**config.mk**
```make
export PLATFORM = sky130hd
export DESIGN_NAME = fciu_top
export DESIGN_NICKNAME = d
export VERILOG_FILES = /design/src/fciu_pkg.sv /design/src/fciu_top.sv
export VERILOG_INCLUDE_DIRS = /design/src
export SDC_FILE = /design/constraint.sdc
export NUM_CORES = 1
export LEC_CHECK = 0
export BUFFER_PORTS_ARGS = -buffer_cell sky130_fd_sc_hd__buf_2
export CORE_MARGIN = 3
export CORE_UTILIZATION = 43
export DETAILED_ROUTE_END_ITERATION = 8
export PLACE_DENSITY = 0.74
export SLEW_MARGIN = 20
export SYNTH_ARGS = -nofsm -noshare
export SYNTH_HDL_FRONTEND = slang
export SYNTH_SLANG_ARGS = --single-unit
```
**constraint.sdc**
```tcl
create_clock -name CLK_I -period 3.5 [get_ports CLK_I]
set_clock_uncertainty 0.15 [all_clocks]
set_input_delay 0.35 -clock CLK_I [delete_from_list [all_inputs] [get_ports CLK_I]]
set_output_delay 0.35 -clock CLK_I [all_outputs]
set_load 0.005 [all_outputs]
```
**src/fciu_cfg.svh**
```systemverilog
`ifndef FCIU_CFG_SVH
`define FCIU_CFG_SVH

// register byte offsets on the bus
`define FCIU_OFS_CTRL      8'h00
`define FCIU_OFS_LIMIT     8'h04
`define FCIU_OFS_BASE_LO   8'h08
`define FCIU_OFS_BASE_HI   8'h0C
`define FCIU_OFS_STATUS    8'h10

// reset values
`define FCIU_CTRL_RST      32'h0000_0000
`define FCIU_LIMIT_RST     32'h0000_0000
`define FCIU_BASE_RST      32'h0000_0000

// control and status bit positions
`define FCIU_CTRL_USER     0
`define FCIU_ST_IDLE       0
`define FCIU_ST_SERWAIT    1
`define FCIU_ST_SUPER      2
`define FCIU_ST_TRAP       3

// instruction field positions
`define FCIU_OPC_HI        31
`define FCIU_OPC_LO        24
`define FCIU_TRAP_BIT      23
`define FCIU_SER_MEM       23
`define FCIU_SER_EXEC      22
`define FCIU_SER_CTX       21
`define FCIU_SER_FLUSH     20
`define FCIU_IMM_HI        21
`define FCIU_IMM_LO        6

// arithmetic constants
`define FCIU_PC_STEP       4
`define FCIU_ENTRY_SHIFT   6

// bus answers
`define FCIU_RESP_OKAY     2'b00
`define FCIU_RESP_DECERR   2'b11

`endif

```
**src/fciu_pkg.sv**
```systemverilog
package fciu_pkg;

	typedef enum logic [2:0] {
		ST_RUN    = 3'b001,
		ST_SERIAL = 3'b010,
		ST_HALTED = 3'b100
	} fciu_state_e;

	typedef logic [2:0] fciu_sermask_t;

endpackage

```
**src/fciu_top.sv**
```systemverilog
`timescale 1ns/1ps
`include "fciu_cfg.svh"
module fciu_top #(
	parameter int unsigned XLEN         = 64,
	parameter logic [7:0]  OPC_LOADADDR = 8'h01,
	parameter logic [7:0]  OPC_LOOP     = 8'h02,
	parameter logic [7:0]  OPC_SYSCALL  = 8'h03,
	parameter logic [7:0]  OPC_HALT     = 8'h04,
	parameter logic [7:0]  OPC_RFE      = 8'h05,
	parameter logic [7:0]  OPC_CTX_SAVE = 8'h06,
	parameter logic [7:0]  OPC_CTX_REST = 8'h07,
	parameter logic [7:0]  OPC_SERIAL   = 8'h08,
	parameter bit          HAS_INC_UNIT = 1'b1
) (
	input  wire logic            CLK_I,
	input  wire logic            SYS_RST_I,
	input  wire logic            ID_VALID_I,
	input  wire logic [31:0]     ID_INSTR_I,
	input  wire logic [XLEN-1:0] ID_PC_I,
	input  wire logic [XLEN-1:0] ID_REG1_I,
	input  wire logic [XLEN-1:0] ID_REG2_I,
	input  wire logic            MEM_IDLE_I,
	input  wire logic            LOAD_STORE_FREE_I,
	input  wire logic            EXEC_IDLE_I,
	input  wire logic            SCB_CLEAR_I,
	input  wire logic            CTX_IDLE_I,
	input  wire logic            EXC_I,
	output logic                 ID_HOLD_O,
	output logic                 WB_EN_O,
	output logic [5:0]           WB_ADDR_O,
	output logic [XLEN-1:0]      WB_DATA_O,
	output logic                 BR_TAKEN_O,
	output logic [XLEN-1:0]      BR_TARGET_O,
	output logic                 SVC_TAKEN_O,
	output logic                 SVC_TRAP_O,
	output logic                 SUPERVISOR_O,
	output logic                 CTX_SWITCH_O,
	output logic                 CTX_RESTORE_PREV_O,
	output logic                 CTX_SAVE_O,
	output logic                 CTX_PREFETCH_O,
	output logic                 L0_FLUSH_O,
	output logic                 IDLE_O,
	output logic                 ILLEGAL_O,
	input  wire logic [7:0]      S_AXI_AWADDR,
	input  wire logic            S_AXI_AWVALID,
	output logic                 S_AXI_AWREADY,
	input  wire logic [31:0]     S_AXI_WDATA,
	input  wire logic [3:0]      S_AXI_WSTRB,
	input  wire logic            S_AXI_WVALID,
	output logic                 S_AXI_WREADY,
	output logic [1:0]           S_AXI_BRESP,
	output logic                 S_AXI_BVALID,
	input  wire logic            S_AXI_BREADY,
	input  wire logic [7:0]      S_AXI_ARADDR,
	input  wire logic            S_AXI_ARVALID,
	output logic                 S_AXI_ARREADY,
	output logic [31:0]          S_AXI_RDATA,
	output logic [1:0]           S_AXI_RRESP,
	output logic                 S_AXI_RVALID,
	input  wire logic            S_AXI_RREADY
);

	function automatic logic [31:0] apply_strb(input logic [31:0] old, input logic [31:0] d,
			input logic [3:0] s);
		logic [31:0] r;
		r = old;
		for (int i = 0; i < 4; i++) begin
			if (s[i]) begin
				r[i*8 +: 8] = d[i*8 +: 8];
			end
		end
		return r;
	endfunction

	// one bit per condition group: mem, exec, ctx
	function automatic logic cond_met(input fciu_pkg::fciu_sermask_t m, input logic mem_ok,
			input logic exe_ok, input logic ctx_ok);
		return (!m[2] || mem_ok) && (!m[1] || exe_ok) && (!m[0] || ctx_ok);
	endfunction

	// old-value test and decrement run side by side in one cycle
	function automatic logic [XLEN-1:0] dec_count(input logic [XLEN-1:0] v);
		if (HAS_INC_UNIT) begin
			return v - {{(XLEN-1){1'b0}}, 1'b1};
		end
		return v + {XLEN{1'b1}};
	endfunction

	fciu_pkg::fciu_state_e state;
	fciu_pkg::fciu_state_e next_state;
	fciu_pkg::fciu_sermask_t ser_mask;
	logic                  user_mode;
	logic                  prev_user;
	logic                  trap_seen;
	logic [31:0]           svc_limit;
	logic [31:0]           base_lo;
	logic [31:0]           base_hi;

	// decode
	wire [7:0]  opc      = ID_INSTR_I[`FCIU_OPC_HI:`FCIU_OPC_LO];
	wire [5:0]  r1_num   = ID_INSTR_I[5:0];
	wire [15:0] svc_imm  = ID_INSTR_I[`FCIU_IMM_HI:`FCIU_IMM_LO];
	wire        exec_ok  = ID_VALID_I && !ID_HOLD_O;
	wire        ex_lent  = exec_ok && opc == OPC_LOADADDR && ID_INSTR_I[23:6] == 18'h0_0000;
	wire        ex_loop  = exec_ok && opc == OPC_LOOP && ID_INSTR_I[23:12] == 12'h000;
	wire        ex_svc   = exec_ok && opc == OPC_SYSCALL;
	wire        ex_halt  = exec_ok && opc == OPC_HALT;
	wire        ex_rfe   = exec_ok && opc == OPC_RFE;
	wire        ex_save  = exec_ok && opc == OPC_CTX_SAVE;
	wire        ex_rest  = exec_ok && opc == OPC_CTX_REST;
	wire        ex_ser   = exec_ok && opc == OPC_SERIAL;
	wire        ser_rsvd = ex_ser && ID_INSTR_I[19:0] != 20'h0_0000;
	wire        svc_trap = ex_svc && (ID_INSTR_I[`FCIU_TRAP_BIT] || ID_INSTR_I[22]);
	wire        mem_ok   = MEM_IDLE_I && LOAD_STORE_FREE_I;
	wire        exe_ok   = EXEC_IDLE_I && SCB_CLEAR_I;
	wire        ctx_ok   = CTX_IDLE_I;

	wire fciu_pkg::fciu_sermask_t new_mask = {ID_INSTR_I[`FCIU_SER_MEM],
		ID_INSTR_I[`FCIU_SER_EXEC], ID_INSTR_I[`FCIU_SER_CTX]};

	// full-length operands whatever the size bits say
	wire [XLEN-1:0] cnt_next   = dec_count(ID_REG1_I);
	wire            cnt_live   = ID_REG1_I != {XLEN{1'b0}};
	wire [XLEN-1:0] pc_next    = ID_PC_I + XLEN'(`FCIU_PC_STEP);
	wire [XLEN-1:0] svc_base   = XLEN'({base_hi, base_lo});
	wire [XLEN-1:0] svc_entry  = svc_base + (XLEN'(svc_imm) << `FCIU_ENTRY_SHIFT);
	wire            over_limit = {16'h0000, svc_imm} > svc_limit;

	wire        wb_req  = ex_lent || ex_loop || ex_svc;
	wire [XLEN-1:0] wb_val = ex_lent ? pc_next : (ex_loop ? cnt_next : {XLEN{1'b0}});

	// issue control
	always_comb begin
		next_state = state;
		unique case (state)
			fciu_pkg::ST_RUN, fciu_pkg::ST_SERIAL: begin
				if (ex_halt) begin
					next_state = fciu_pkg::ST_HALTED;
				end else if (ex_ser && !cond_met(new_mask, mem_ok, exe_ok, ctx_ok)) begin
					next_state = fciu_pkg::ST_SERIAL;
				end else if (!ID_HOLD_O) begin
					next_state = fciu_pkg::ST_RUN;
				end
			end
			fciu_pkg::ST_HALTED: begin
				if (EXC_I) begin
					next_state = fciu_pkg::ST_RUN;
				end
			end
		endcase
	end

	assign ID_HOLD_O = (state == fciu_pkg::ST_HALTED) ||
		(state == fciu_pkg::ST_SERIAL && !cond_met(ser_mask, mem_ok, exe_ok, ctx_ok));
	assign IDLE_O       = state == fciu_pkg::ST_HALTED;
	assign SUPERVISOR_O = !user_mode;

	always_ff @(posedge CLK_I) begin
		if (SYS_RST_I) begin
			state    <= fciu_pkg::ST_RUN;
			ser_mask <= 3'b000;
		end else begin
			state <= next_state;
			if (ex_ser) begin
				ser_mask <= new_mask;
			end
		end
	end

	// execution results, one cycle after the instruction is taken
	always_ff @(posedge CLK_I) begin
		if (SYS_RST_I) begin
			WB_EN_O            <= 1'b0;
			WB_ADDR_O          <= 6'h00;
			WB_DATA_O          <= {XLEN{1'b0}};
			BR_TAKEN_O         <= 1'b0;
			BR_TARGET_O        <= {XLEN{1'b0}};
			SVC_TAKEN_O        <= 1'b0;
			SVC_TRAP_O         <= 1'b0;
			CTX_SWITCH_O       <= 1'b0;
			CTX_RESTORE_PREV_O <= 1'b0;
			CTX_SAVE_O         <= 1'b0;
			CTX_PREFETCH_O     <= 1'b0;
			L0_FLUSH_O         <= 1'b0;
			ILLEGAL_O          <= 1'b0;
		end else begin
			WB_EN_O   <= wb_req && r1_num != 6'h00;
			WB_ADDR_O <= r1_num;
			WB_DATA_O <= wb_val;
			BR_TAKEN_O  <= (ex_loop && cnt_live) || ex_svc;
			BR_TARGET_O <= ex_svc ? svc_entry : ID_REG2_I;
			SVC_TAKEN_O <= ex_svc;
			SVC_TRAP_O  <= ex_svc && over_limit;
			CTX_SWITCH_O       <= svc_trap || (ex_halt && user_mode);
			CTX_RESTORE_PREV_O <= ex_rfe;
			CTX_SAVE_O         <= ex_save;
			CTX_PREFETCH_O     <= ex_rest;
			L0_FLUSH_O <= ex_ser && ID_INSTR_I[`FCIU_SER_FLUSH];
			ILLEGAL_O  <= ser_rsvd;
		end
	end

	// ---------------- register bus slave ----------------
	logic       aw_full;
	logic [7:0] aw_addr;
	logic       w_full;
	logic [31:0] w_data;
	logic [3:0] w_strb;
	logic       ar_take;

	assign S_AXI_AWREADY = !aw_full && !S_AXI_BVALID;
	assign S_AXI_WREADY  = !w_full && !S_AXI_BVALID;
	assign S_AXI_ARREADY = !S_AXI_RVALID;
	assign ar_take       = S_AXI_ARVALID && S_AXI_ARREADY;

	wire do_wr   = aw_full && w_full && !S_AXI_BVALID;
	wire wr_ctl  = do_wr && aw_addr == `FCIU_OFS_CTRL;
	wire wr_lim  = do_wr && aw_addr == `FCIU_OFS_LIMIT;
	wire wr_blo  = do_wr && aw_addr == `FCIU_OFS_BASE_LO;
	wire wr_bhi  = do_wr && aw_addr == `FCIU_OFS_BASE_HI;
	wire wr_st   = do_wr && aw_addr == `FCIU_OFS_STATUS;
	wire wr_hit  = wr_ctl || wr_lim || wr_blo || wr_bhi || wr_st;
	wire [31:0] ctl_new = apply_strb({31'h0, user_mode}, w_data, w_strb);
	wire [31:0] st_clr  = apply_strb(32'h0000_0000, w_data, w_strb);

	wire [31:0] st_word = {28'h000_0000, trap_seen, !user_mode,
		state == fciu_pkg::ST_SERIAL, state == fciu_pkg::ST_HALTED};
	wire rd_hit = S_AXI_ARADDR == `FCIU_OFS_CTRL || S_AXI_ARADDR == `FCIU_OFS_LIMIT ||
		S_AXI_ARADDR == `FCIU_OFS_BASE_LO || S_AXI_ARADDR == `FCIU_OFS_BASE_HI ||
		S_AXI_ARADDR == `FCIU_OFS_STATUS;
	wire [31:0] rd_mux =
		(S_AXI_ARADDR == `FCIU_OFS_CTRL)    ? {31'h0, user_mode} :
		(S_AXI_ARADDR == `FCIU_OFS_LIMIT)   ? svc_limit :
		(S_AXI_ARADDR == `FCIU_OFS_BASE_LO) ? base_lo :
		(S_AXI_ARADDR == `FCIU_OFS_BASE_HI) ? base_hi :
		(S_AXI_ARADDR == `FCIU_OFS_STATUS)  ? st_word : 32'h0000_0000;

	always_ff @(posedge CLK_I) begin
		if (SYS_RST_I) begin
			aw_full      <= 1'b0;
			aw_addr      <= 8'h00;
			w_full       <= 1'b0;
			w_data       <= 32'h0000_0000;
			w_strb       <= 4'h0;
			S_AXI_BVALID <= 1'b0;
			S_AXI_BRESP  <= `FCIU_RESP_OKAY;
		end else begin
			if (S_AXI_AWVALID && S_AXI_AWREADY) begin
				aw_full <= 1'b1;
				aw_addr <= {S_AXI_AWADDR[7:2], 2'b00};
			end
			if (S_AXI_WVALID && S_AXI_WREADY) begin
				w_full <= 1'b1;
				w_data <= S_AXI_WDATA;
				w_strb <= S_AXI_WSTRB;
			end
			if (do_wr) begin
				aw_full      <= 1'b0;
				w_full       <= 1'b0;
				S_AXI_BVALID <= 1'b1;
				S_AXI_BRESP  <= wr_hit ? `FCIU_RESP_OKAY : `FCIU_RESP_DECERR;
			end else if (S_AXI_BVALID && S_AXI_BREADY) begin
				S_AXI_BVALID <= 1'b0;
			end
		end
	end

	always_ff @(posedge CLK_I) begin
		if (SYS_RST_I) begin
			S_AXI_RVALID <= 1'b0;
			S_AXI_RDATA  <= 32'h0000_0000;
			S_AXI_RRESP  <= `FCIU_RESP_OKAY;
		end else if (ar_take) begin
			S_AXI_RVALID <= 1'b1;
			S_AXI_RDATA  <= rd_mux;
			S_AXI_RRESP  <= rd_hit ? `FCIU_RESP_OKAY : `FCIU_RESP_DECERR;
		end else if (S_AXI_RVALID && S_AXI_RREADY) begin
			S_AXI_RVALID <= 1'b0;
		end
	end

	// software-visible state; instruction effects beat a same-cycle bus write
	always_ff @(posedge CLK_I) begin
		if (SYS_RST_I) begin
			user_mode <= 1'(`FCIU_CTRL_RST);
			prev_user <= 1'b0;
			trap_seen <= 1'b0;
			svc_limit <= `FCIU_LIMIT_RST;
			base_lo   <= `FCIU_BASE_RST;
			base_hi   <= `FCIU_BASE_RST;
		end else begin
			if (ex_svc) begin
				prev_user <= user_mode;
				user_mode <= 1'b0;
			end else if (ex_rfe) begin
				user_mode <= prev_user;
			end else if (wr_ctl) begin
				user_mode <= ctl_new[`FCIU_CTRL_USER];
			end
			// a new trap outranks a clear in the same cycle
			if (ex_svc && over_limit) begin
				trap_seen <= 1'b1;
			end else if (wr_st && st_clr[`FCIU_ST_TRAP]) begin
				trap_seen <= 1'b0;
			end
			if (wr_lim) begin
				svc_limit <= apply_strb(svc_limit, w_data, w_strb);
			end
			if (wr_blo) begin
				base_lo <= apply_strb(base_lo, w_data, w_strb);
			end
			if (wr_bhi) begin
				base_hi <= apply_strb(base_hi, w_data, w_strb);
			end
		end
	end
endmodule // fciu_top

```
=== After elaboration in Yosys (flattened, before gate mapping) ===
Cells that the tools add are included.

* Memory bits (writable): 0
* Memories: 0
* Input bits: 290
* ROM bits: 0
* Flip-flop bits (word level): 331
* Output and inout bits: 188
* Word-level logic and storage cells: 194
* Latch bits: 0

* Reduce and logical (&&, ||, !) cells: 104
* Mux-type cells: 25
* $lt $le $gt $ge: 1
* Add/subtract/negate cells: 3
* Equal/unequal tests: 21
* Multipliers: 0
* Shift-type cells: 0
* Divide/modulo/power cells: 0
* Bitwise operators: 0

{| class="wikitable"
|+ Operators with widths
! kind !! number
|-
| 64-bit two-way mux || 3
|-
| 32-bit two-way mux || 4
|-
| 64-bit by 22-bit adder with 64-bit output || 1
|-
| 64-bit by 3-bit adder with 64-bit output, second input constant || 1
|-
| 64-bit nonzero test || 1
|-
| 64-bit by 1-bit subtractor with 64-bit output, second input constant || 1
|-
| 1-bit logical AND || 41
|-
| 8-bit by 3-bit == test with 1-bit output, second input constant || 5
|-
| 16-bit by 32-bit > comparator with 1-bit output || 1
|-
| 2-bit AND reduction || 14
|-
| 8-bit by 4-bit == test with 1-bit output, second input constant || 3
|-
| 1-bit logical OR || 20
|-
| 20-bit nonzero test || 1
|-
| 18-bit logical NOT || 1
|-
| 8-bit by 2-bit == test with 1-bit output, second input constant || 2
|-
| 8-bit logical NOT || 2
|-
| 1-bit logical NOT || 14
|-
| 6-bit by 2-bit == test with 1-bit output, second input constant || 2
|-
| 12-bit logical NOT || 1
|-
| 3-bit two-way mux || 4
|-
| 2-bit nonzero test || 5
|-
| 1-bit two-way mux || 9
|-
| 8-bit by 1-bit == test with 1-bit output, second input constant || 1
|-
| 8-bit by 5-bit == test with 1-bit output, second input constant || 1
|-
| 12 further kinds || 16
|}

=== Longest topological paths before layout ===
Gate-level depths: netlist of run 1.

* Depth in word-level cells: 14
* Gate-level depth with buffers: 11
* Mapped depth without buffers: 9

=== Worst setup path before layout of run 1 ===
Ideal clock, no wire load.

* Path kind: input port to flip-flop
* Start point: in ID_REG1_I[16]
* End point: reg WB_DATA_O[27]
* Cell stages on the path: 8
* Library setup time: 0.132 ns
* Setup slack: 0.572 ns
* Data arrival time: 2.646 ns
* Cell sequence: or4_4 -> or4_1 -> buf_2 -> or4_4 -> or3_4 -> nor4_4 -> xnor2_1 -> o22ai_2

* Word-level cells in the longest chain between the ends: 3

{| class="wikitable"
|+ Ends and longest elaborated chain
! element !! line !! source
|-
| from (decl) || fciu_top.sv:20 || <nowiki>input wire logic [XLEN-1:0] ID_REG1_I,</nowiki>
|-
| 64-bit by 1-bit subtractor with 64-bit output || fciu_top.sv:84 || <nowiki>return v - {{(XLEN-1){1'b0}}, 1'b1};</nowiki>
|-
| 64-bit two-way mux (2 in a row) || fciu_top.sv:130 || <nowiki>wire [XLEN-1:0] wb_val = ex_lent ? pc_next : (ex_loop ? cnt_next : {XLEN{1'b0}});</nowiki>
|-
| to (signal assigned) || fciu_top.sv:175 || <nowiki>WB_DATA_O <= {XLEN{1'b0}};</nowiki>
|-
| to (signal assigned) || fciu_top.sv:189 || <nowiki>WB_DATA_O <= wb_val;</nowiki>
|-
| to (decl) || fciu_top.sv:31 || <nowiki>output logic [XLEN-1:0] WB_DATA_O,</nowiki>
|}

No other way between the ends.
A chain may end at the register's enable or synchronous reset.

=== Final worst setup path of run 1 ===
* Start point: in ID_REG1_I[35]
* End point: reg WB_DATA_O[63]

Same word-level chain as after synthesis.

==> out/metrics.yaml, run 1 <==
grt_setup_unrepaired: "no"
hold-worst-slack_ns: 0.0271
dp_hpwl_um: 53800
synth_nets: 2414
cp_cell_sequence: "dlygate4sd3_1 -> buf_2 -> or4_1 -> nor4_1 -> buf_4 -> nand3_1 -> buf_4 -> nor4_1 -> xnor2_1 -> o22ai_1 -> dlygate4sd3_1"
cts_buffers: 38
path_delay_family: "buffers and inverters"
antenna_found_initial: 19
outcome: "finished, final reports clean"
first_pass_iters: 8
die_width_um: 203
numClockSinks: 329
syn_area_per_cell_um2: 7.99
syn_inst: 2089
synth-main-ff-cell: "dfxtp_1"
grt_pass1_wl_um: 105000
viasPerCell: 5.68
yosys_warnings: 0
place_inst: 3002
wl_per_cell_um: 21.9
start_util_pct: 44.0
drive_above_1_share_pct: 23.4
power_density_nw_per_um2: 386
synth-seq-cells: 329
grt_max_degree: 227
area_growth_pct: 35.7
ir_worst_vdd_mv: 0.362
drc: 0
ios: 478
coreArea_um2: 37900
clockRootBuffer: "clkbuf_16"
post-cts-setup-buffers: 0
synth_area_um2: 16700
layout_commonest_cell: "buf_2"
period_share_pct: 97.1
tightest_slew_ns: 1.07
vias: 18500
worst_setup_path_start_kind: "input port"
synth_seq_area_share_pct: 39.5
finalSetupViolCount: 0
track_usage_pct: 32.8
p_leak_nw: 9.17
fmaxAchievable_mhz: 294
crit_buf_inv: 5
relSlewSlack_pct: 28.8
end_kind: "register"
final_nets: 3030
critPathSlowestCell: "dlygate4sd3_1"
insertion_delay_ns: 0.57
grt_pass1_vias: 17700
cts_tree: "yes"
placed_area_um2: 19600
gp_congestion: 0.959
fin_setup_tns_ns: 0
synth_edf_count: 0
ant_nets: 0
cp.required_ns: 3.79
final_cell_mix: "buf_2 (474), dfxtp_1 (329), nand2_1 (292)"
clockBufferDepth: 3
fin_crit_ns: 3.40
hold_violations: 0
fin_util_pct: 59.7
routed_wl_um: 71200
rows: 71
clk_pin_slew_ns: 0.05
max_stage_delay_ns: 0.59
slew_violations: 0
first_iter_violations: 1716
critPathMaxFanout: 3
crit_type: "in2reg"
synthArstFlopShare_pct: 0
worstPathArrival_ns: 3.69
cts_max_level: 2
fp.dieH_um: 203
gr-total-overflow: 0
design_area_um2: 22700
holdCritPathClass: "in2reg"
final_cells: 3258
port_buffers: 475
drv_cap: 0
die-area_um2: 41200
synth_cell_types: 69
worst reg2reg max path, stage by stage (launching register included):
cell and delay [ns]:
dfxtp_1 0.31, nor2b_1 0.12, a221o_1 0.32, o21ai_0 0.30, buf_4 0.20, nand3_2 0.20
or3_1 0.41, buf_4 0.29, o22ai_1 0.26, dlygate4sd3_1 0.57
final cells by class:
type | count | area (um2)
Fill cell | 3328 | 15300
Multi-Input combinational cell | 1602 | 9540
Sequential cell | 329 | 6590
Timing Repair Buffer | 696 | 4510
Clock buffer | 54 | 1090
Tap cell | 511 | 639
Inverter | 38 | 143
Clock inverter | 15 | 129
Antenna cell | 13 | 32.5
logic make-up (layout without fill, tap and decap cells):
family	after synthesis	after routing	synth area share, %
compound gates	424	424	15.5
xor+xnor	159	159	8.34
fa+ha+maj	35	35	2.67
buf+inv	158	803	3.61
flops	329	329	39.5
mux	76	76	4.77
other cells	0	13	0
simple gates	908	908	25.7
worst paths after layout:
kind / startpoint / to / slack [ns] / cells after the start
max: ID_REG1_I[35] / WB_DATA_O[63] / 0.10 / 11
min: ID_REG1_I[48] / WB_DATA_O[48] / 0.03 / 3
max reg2reg: ser_mask[0] / WB_DATA_O[63] / 0.32 / 9
min reg2reg: prev_user / prev_user / 0.31 / 2
registers in the layout (all words and copies together), names as in the netlist, 3 cells and up:
signal,cells
base_lo,32
state,3
BR_TARGET_O,64
WB_DATA_O,64
S_AXI_RDATA,32
svc_limit,32
WB_ADDR_O,6
ser_mask,3
w_data,32
aw_addr,6
base_hi,32
w_strb,4
per-stage QoR:
step / total power, mW / worst slack, ns
2_1_floorplan: 4.31 / 0.572
3_3_place_gp: 4.72 / 0.246
3_5_place_dp: 4.74 / 0.204
4_1_cts: 8.76 / 0.150
5_1_grt: 9.01 / 0.0117
6_report: 8.74 / 0.101
cells in the mapped netlist (8+ instances only):
cell | n | share of area, %
nor2_1 | 226 | 5.1
nand4_1 | 33 | 1.2
o21ai_0 | 44 | 1.3
o22ai_1 | 43 | 1.6
nand3_1 | 133 | 4.0
and4_1 | 11 | 0.58
nand2_1 | 293 | 6.6
a21oi_1 | 195 | 5.8
o211ai_1 | 9 | 0.40
or3_1 | 25 | 0.94
mux2_2 | 29 | 2.0
a22oi_1 | 37 | 1.7
nor3_1 | 57 | 1.7
nor4_1 | 30 | 1.1
and2_1 | 11 | 0.41
and3_1 | 24 | 0.90
dfxtp_1 | 329 | 39
clkbuf_1 | 113 | 2.5
inv_1 | 38 | 0.85
o2111ai_1 | 9 | 0.47
mux2i_1 | 47 | 2.8
a21o_1 | 10 | 0.45
xnor2_1 | 67 | 3.5
nor2b_1 | 13 | 0.49
a211oi_1 | 32 | 1.4
xor2_1 | 92 | 4.8
or4_1 | 13 | 0.58
nand2b_1 | 8 | 0.30
ha_1 | 34 | 2.5
layer usage:
layer	global-route usage, %	wire [um]	vias to the layer above
li1	-	-	8641
met1	41.8	28300	8689
met2	52.6	32400	993
met3	7.46	6910	182
met4	16.0	3560	10
met5	0	59	-
where the power goes:
group | total, mW | switching [mW] | internal [mW]
combinational | 0.920 | 0.490 | 0.429
clock | 3.91 | 1.70 | 2.21
sequential | 3.91 | 0.0830 | 3.83
total | 8.74 | 2.27 | 6.47
timing repair:
action                                 4_1_cts  5_1_grt
setup endpoints to repair                    0        5
endpoints found under the hold margin      161        0
gates resized for setup                      0        3
hold buffers                               174        0
Power figures use the tool's default switching activity.
==> run 2: changes to the inputs <==
Settings changed: PLACE_DENSITY 0.74 to 0.77.
Clock period 3.5 ns to 3 ns, I/O delays scaled along.
==> run 2 against run 1 <==
Non-clock buffer count grew 161. Cell count up 4.8%. Total power is 23% higher. Sequential power increased by 16%. Count of clock-buffer cells in the layout is 3 lower. Routed wire length rose by 5.8%. Global-route usage up 2.0 points. Critical path depth shrank 2. Die area stayed put. Via count grew 4.7%. Core utilization rose by 4.1 points. Largest cell class unchanged.
==> out/metrics.yaml, run 2 (synthesized netlist as in run 1, its figures left out) <==
final_cell_mix: "buf_2 (475), dfxtp_1 (329), nand2_1 (292)"
ir_worst_vdd_mv: 0.417  # +15%
rows: 71  # unchanged
drc: 0  # unchanged
coreArea_um2: 37900  # unchanged
area_growth_pct: 45.1
antenna_found_initial: 11  # -8
grt_pass1_vias: 18900  # +7.2%
dp_hpwl_um: 55300  # +2.8%
first_iter_violations: 1809  # +5.4%
drv_cap: 0  # unchanged
die-area_um2: 41200  # unchanged
grt_setup_unrepaired: "yes"
end_kind: "register"
clockBufferDepth: 3  # unchanged
top_regs: "BR_TARGET_O x64, WB_DATA_O x64"
gp_congestion: 0.973  # +1.4%
cp.required_ns: 3.33  # -0.46 ns
grt_pass1_wl_um: 112000  # +6.8%
grt_max_degree: 131  # -42%
critPathMaxFanout: 10  # +7
first_pass_iters: 7  # -1
final_nets: 3191  # +5.3%
fin_crit_ns: 2.88
viasPerCell: 5.68  # about the same
period_share_pct: 96.1
gr-total-overflow: 0  # unchanged
fp.dieH_um: 203  # unchanged
port_buffers: 475  # unchanged
multi_input_area_um2: 9580  # +0.50%
numClockSinks: 329  # unchanged
routed_wl_um: 75300  # +5.8%
clockRootBuffer: "clkbuf_16"
worst_slack_ns: 0.116  # +0.0153 ns
drive_above_1_share_pct: 26.1  # +2.7 points
worst_setup_path_start_kind: "register"
post-place-ws_ns: -0.0776  # -0.282 ns
finalSetupViolCount: 0  # unchanged
fmaxAchievable_mhz: 347
ant_nets: 0  # unchanged
worstPathArrival_ns: 3.21  # -0.48 ns
tightest_slew_ns: 0.804  # -0.264 ns
cts_tree: "yes"
clk_pin_slew_ns: 0.06  # about the same
start_util_pct: 44.0  # unchanged
outcome: "finished, final reports clean"
track_usage_pct: 34.8  # +2.0 points
die_width_um: 203  # unchanged
relSlewSlack_pct: 46.4  # +18 points
slew_violations: 0  # unchanged
power_density_nw_per_um2: 445  # +15%
insertion_delay_ns: 0.59  # +0.02 ns
fill_cells: 3206  # -3.7%
cts_buffers: 38  # unchanged
crit_type: "reg2reg"
total_power_mw: 10.8  # +23%
layout_commonest_cell: "buf_2"
wl_per_cell_um: 22.1  # +0.95%
p_leak_nw: 9.98  # +8.9%
ios: 478  # unchanged
holdCritPathClass: "in2reg"
cts_max_level: 2  # unchanged
hold_violations: 0  # unchanged
vias: 19400  # +4.7%
seqCellArea_um2: 6590  # unchanged
[run 2: cell count changes in the layout (fill, tap and decap cells not counted), sizes merged, moves of 3 or more]
| cell | previous run | this run |
|---|---|---|
| diode | 13 | 8 |
| dlygate4sd3 | 174 | 228 |
| clkbuf | 55 | 52 |
| buf | 521 | 627 |
| clkinv | 11 | 8 |
| bufinv | 0 | 4 |
[run 2: final timing paths]
| kind | start | end | slack [ns] | depth (start not counted) |
|---|---|---|---|---|
| worst max register to register | base_lo[6] | BR_TARGET_O[62] | 0.12 | 9 |
| worst max-delay path | base_lo[6] | BR_TARGET_O[62] | 0.12 | 9 |
| worst min register to register | prev_user | prev_user | 0.31 | 2 |
| worst min-delay path | ID_REG1_I[7] | WB_DATA_O[7] | 0.02 | 4 |
[run 2: critical path, cell delays in order (launching register included)]
cell and delay (ns):
dfxtp_1 0.32, ha_1 0.21, fa_1 0.41, a21o_1 0.21, a221o_1 0.37, a22o_1 0.30, a21o_4 0.29, and3_1 0.17
xnor2_1 0.14, a211oi_1 0.22
[run 2: layer usage]
| layer | global-route usage (%) | up-vias | routed length, um |
|---|---|---|---|
| li1 | - | 8954 | - |
| met1 | 43.0 | 9044 | 29800 |
| met2 | 57.8 | 1121 | 34800 |
| met3 | 7.09 | 263 | 6410 |
| met4 | 17.6 | 4 | 4240 |
| met5 | 0 | - | 21 |
[run 2: per-stage QoR]
step           setup TNS, ns  instances  area, um2  utilization (%)  hold slack, ns
6_report                   0       3414      24200             63.9          0.0230
5_1_grt             -0.00307       3414      24200             63.9          0.0454
4_1_cts                    0       3406      24100             63.6        0.000780
3_5_place_dp           -1.37       3108      20500             54.1           0.301
3_3_place_gp           -3.67       3107      20500             54.0           0.297
2_1_floorplan              0       2089      16700                -           0.228
[run 2: what timing repair did]
| item | in CTS | in global routing |
|---|---|---|
| setup buffers | 0 | 1 |
| endpoints found under the setup margin | 0 | 13 |
| endpoints found under the hold margin | 182 | 0 |
| resized for setup | 0 | 14 |
| hold buffers | 229 | 0 |
[run 2: layout make-up]
type / instances / share of cell area [%]
Clock buffer: 51 / 4.54
Timing Repair Buffer: 857 / 24.4
Multi-Input combinational cell: 1602 / 39.6
Antenna cell: 8 / 0.0826
Sequential cell: 329 / 27.2
Clock inverter: 18 / 1.00
Tap cell: 511 / 2.64
Inverter: 38 / 0.589
[run 2: power breakdown]
group / switching [mW] / leakage [nW] / total (mW) / internal (mW)
Clock: 2.03 / 0.659 / 4.99 / 2.96
Combinational: 0.637 / 6.65 / 1.23 / 0.597
Sequential: 0.0812 / 2.68 / 4.55 / 4.47
==> run 3: changes to the inputs <==
Settings changed: BUFFER_PORTS_ARGS -buffer_cell sky130_fd_sc_hd__buf_2 to not set, DONT_BUFFER_PORTS set to 1, PLACE_DENSITY 0.77 to 0.66.
==> run 3 against run 2 <==
The run now ends with setup timing left. Total power decreased by 4.2%. Setup slack got worse by 0.15 ns. Sequential cell count unchanged.
==> out/metrics.yaml, run 3 (synthesized netlist as in run 1, its figures left out) <==
layout_commonest_cell: "dlygate4sd3_1"
grt_pass1_vias: 17700  # -6.4%
end_kind: "register"
ff2ff_setup_slack_ns: 0.07  # -0.05 ns
die_width_um: 203  # unchanged
period_share_pct: 101  # +4.9 points
ant_nets: 0  # unchanged
hold-worst-slack_ns: 0.0303  # +0.00727 ns
die-area_um2: 41200  # unchanged
grt_max_degree: 149  # +14%
grt_pass1_wl_um: 110000  # -1.4%
fill_cells: 3256  # +1.6%
critPathMaxFanout: 4  # -6
placed_area_um2: 17600  # -14%
cts_max_level: 2  # unchanged
reg2regPathDepth: 9  # unchanged
timing.rr.start: "base_lo[6]"
slew_violations: 0  # unchanged
ir_worst_vdd_mv: 0.538  # +29%
wl_per_cell_um: 24.8  # +13%
outcome: "finished, violations left"
cts_tree: "yes"
cts_buffers: 39  # +2.6%
top_regs: "BR_TARGET_O x64, WB_DATA_O x64"
track_usage_pct: 34.6  # -0.23 points
grt_setup_unrepaired: "yes"
first_iter_violations: 1753  # -3.1%
ios: 478  # unchanged
critPathSlowestCell: "or4_4"
final_cell_mix: "dlygate4sd3_1 (372), dfxtp_1 (329), nand2_1 (293)"
insertion_delay_ns: 0.57  # -0.02 ns
p_leak_nw: 8.58  # -14%
max_stage_delay_ns: 0.56  # +0.15 ns
crit_path_frequent_cell: "or4_4"
antenna_found_initial: 3  # -8
area_growth_pct: 37.5
port_buffers: 0  # -100%
crit_type: "in2reg"
worst_setup_path_start_kind: "input port"
first_pass_iters: 6  # -1
drv_cap: 0  # unchanged
worstPathArrival_ns: 3.33  # +0.12 ns
design_area_um2: 22900  # -5.3%
holdCritPathClass: "in2reg"
drc: 0  # unchanged
finalSetupViolCount: 1  # +1
hold_depth: 3  # -1
clk_pin_slew_ns: 0.06  # about the same
gp_congestion: 0.961  # -1.2%
routed_wl_um: 75100  # -0.27%
coreArea_um2: 37900  # unchanged
cp_cell_sequence: "or4_4 -> or4_4 -> or4_4 -> buf_4 -> or3_4 -> nor3_2 -> xnor2_1 -> o22ai_1 -> dlygate4sd3_1"
rows: 71  # unchanged
final_nets: 2806  # -12%
clockBufferDepth: 3  # unchanged
fin_crit_ns: 3.03  # +0.146 ns
fp.dieH_um: 203  # unchanged
clockRootBuffer: "clkbuf_16"
numClockSinks: 329  # unchanged
crit_buf_inv: 2  # +2
worst_slack_ns: -0.0296  # -0.146 ns
hold_violations: 0  # unchanged
drive_above_1_share_pct: 9.40  # -17 points
hold_end: "WB_DATA_O[50]"
tightest_slew_ns: 1.01  # +0.210 ns
start_util_pct: 44.0  # unchanged
path_delay_family: "simple AND/OR/NAND/NOR gates"
relSlewSlack_pct: 32.2  # -14 points
cp.required_ns: 3.30  # -0.03 ns
dp_hpwl_um: 51400  # -7.1%
r2r_end: "BR_TARGET_O[34]"
violations: "setup timing"
vias: 18100  # -6.8%
power_density_nw_per_um2: 450  # +1.1%
viasPerCell: 5.97  # +5.2%
hold_start: "ID_PC_I[48]"
fmaxAchievable_mhz: 330  # -4.8%
gr-total-overflow: 0  # unchanged
run 3: area by class of cell:
| type | count | area [um2] | share of cell area, % |
|---|---|---|---|
| timing repair buffer | 471 | 4580 | 19.9 |
| inverter | 38 | 143 | 0.622 |
| multi-input combinational | 1602 | 9680 | 42.2 |
| tap | 511 | 639 | 2.79 |
| clock inverter | 11 | 153 | 0.665 |
| sequential | 329 | 6590 | 28.7 |
| antenna | 5 | 12.5 | 0.0545 |
| clock buffer | 59 | 1160 | 5.06 |
run 3: per-layer routing:
| metal | vias up | track usage, % | part of all wire [%] |
|---|---|---|---|
| met5 | - | 0 | 0.013 |
| met4 | 2 | 16.4 | 5.1 |
| met3 | 237 | 10.3 | 11 |
| met2 | 1065 | 55.7 | 45 |
| met1 | 8577 | 42.6 | 39 |
| li1 | 8187 | - | - |
run 3: report_power, final:
group	leakage [nW]	total (mW)	internal (mW)	switching, mW
Sequential	2.68	4.58	4.47	0.110
Combinational	5.26	0.879	0.457	0.421
Clock	0.645	4.86	2.87	2.00
Total	8.58	10.3	7.79	2.53
run 3: worst max path at each step:
stage,endpoint,start,depth (start not counted)
2_1_floorplan,WB_DATA_O[27],ID_REG1_I[16],8
3_3_place_gp,WB_DATA_O[52],ID_REG1_I[44],10
3_5_place_dp,WB_DATA_O[52],ID_REG1_I[44],10
4_1_cts,base_hi[17],aw_addr[7],8
5_1_grt,WB_DATA_O[29],ID_REG1_I[16],9
6_report,WB_DATA_O[29],ID_REG1_I[16],9
run 3: worst register-to-register path, delay by kind of cell, from the launching register on:
kind / cells / cell delay [ns]
adders and majority gates: 2 / 0.64
and+or+nand+nor: 1 / 0.16
xor gates and xnor gates: 1 / 0.23
AOI/OAI and AO/OA: 5 / 1.28
DFF: 1 / 0.32
run 3: repair_timing:
action | in CTS | in global routing
buffers inserted | 0 | 7
endpoints found under the hold margin | 327 | 6
hold buffers | 372 | 11
resized for setup | 0 | 39
endpoints found under the setup margin | 0 | 88
run 3: stage by stage:
stage | power, mW | utilization, % | cells | TNS, ns | worst slack, ns
2_1_floorplan | 5.03 | - | 2089 | 0 | 0.122
3_3_place_gp | 5.11 | 46.5 | 2569 | -0.0825 | -0.0825
3_5_place_dp | 5.12 | 46.5 | 2569 | -0.0115 | -0.0115
4_1_cts | 10.3 | 59.8 | 3011 | 0 | 0.0120
5_1_grt | 10.6 | 60.5 | 3024 | -0.290 | -0.0657
6_report | 10.3 | 60.5 | 3026 | -0.0296 | -0.0296
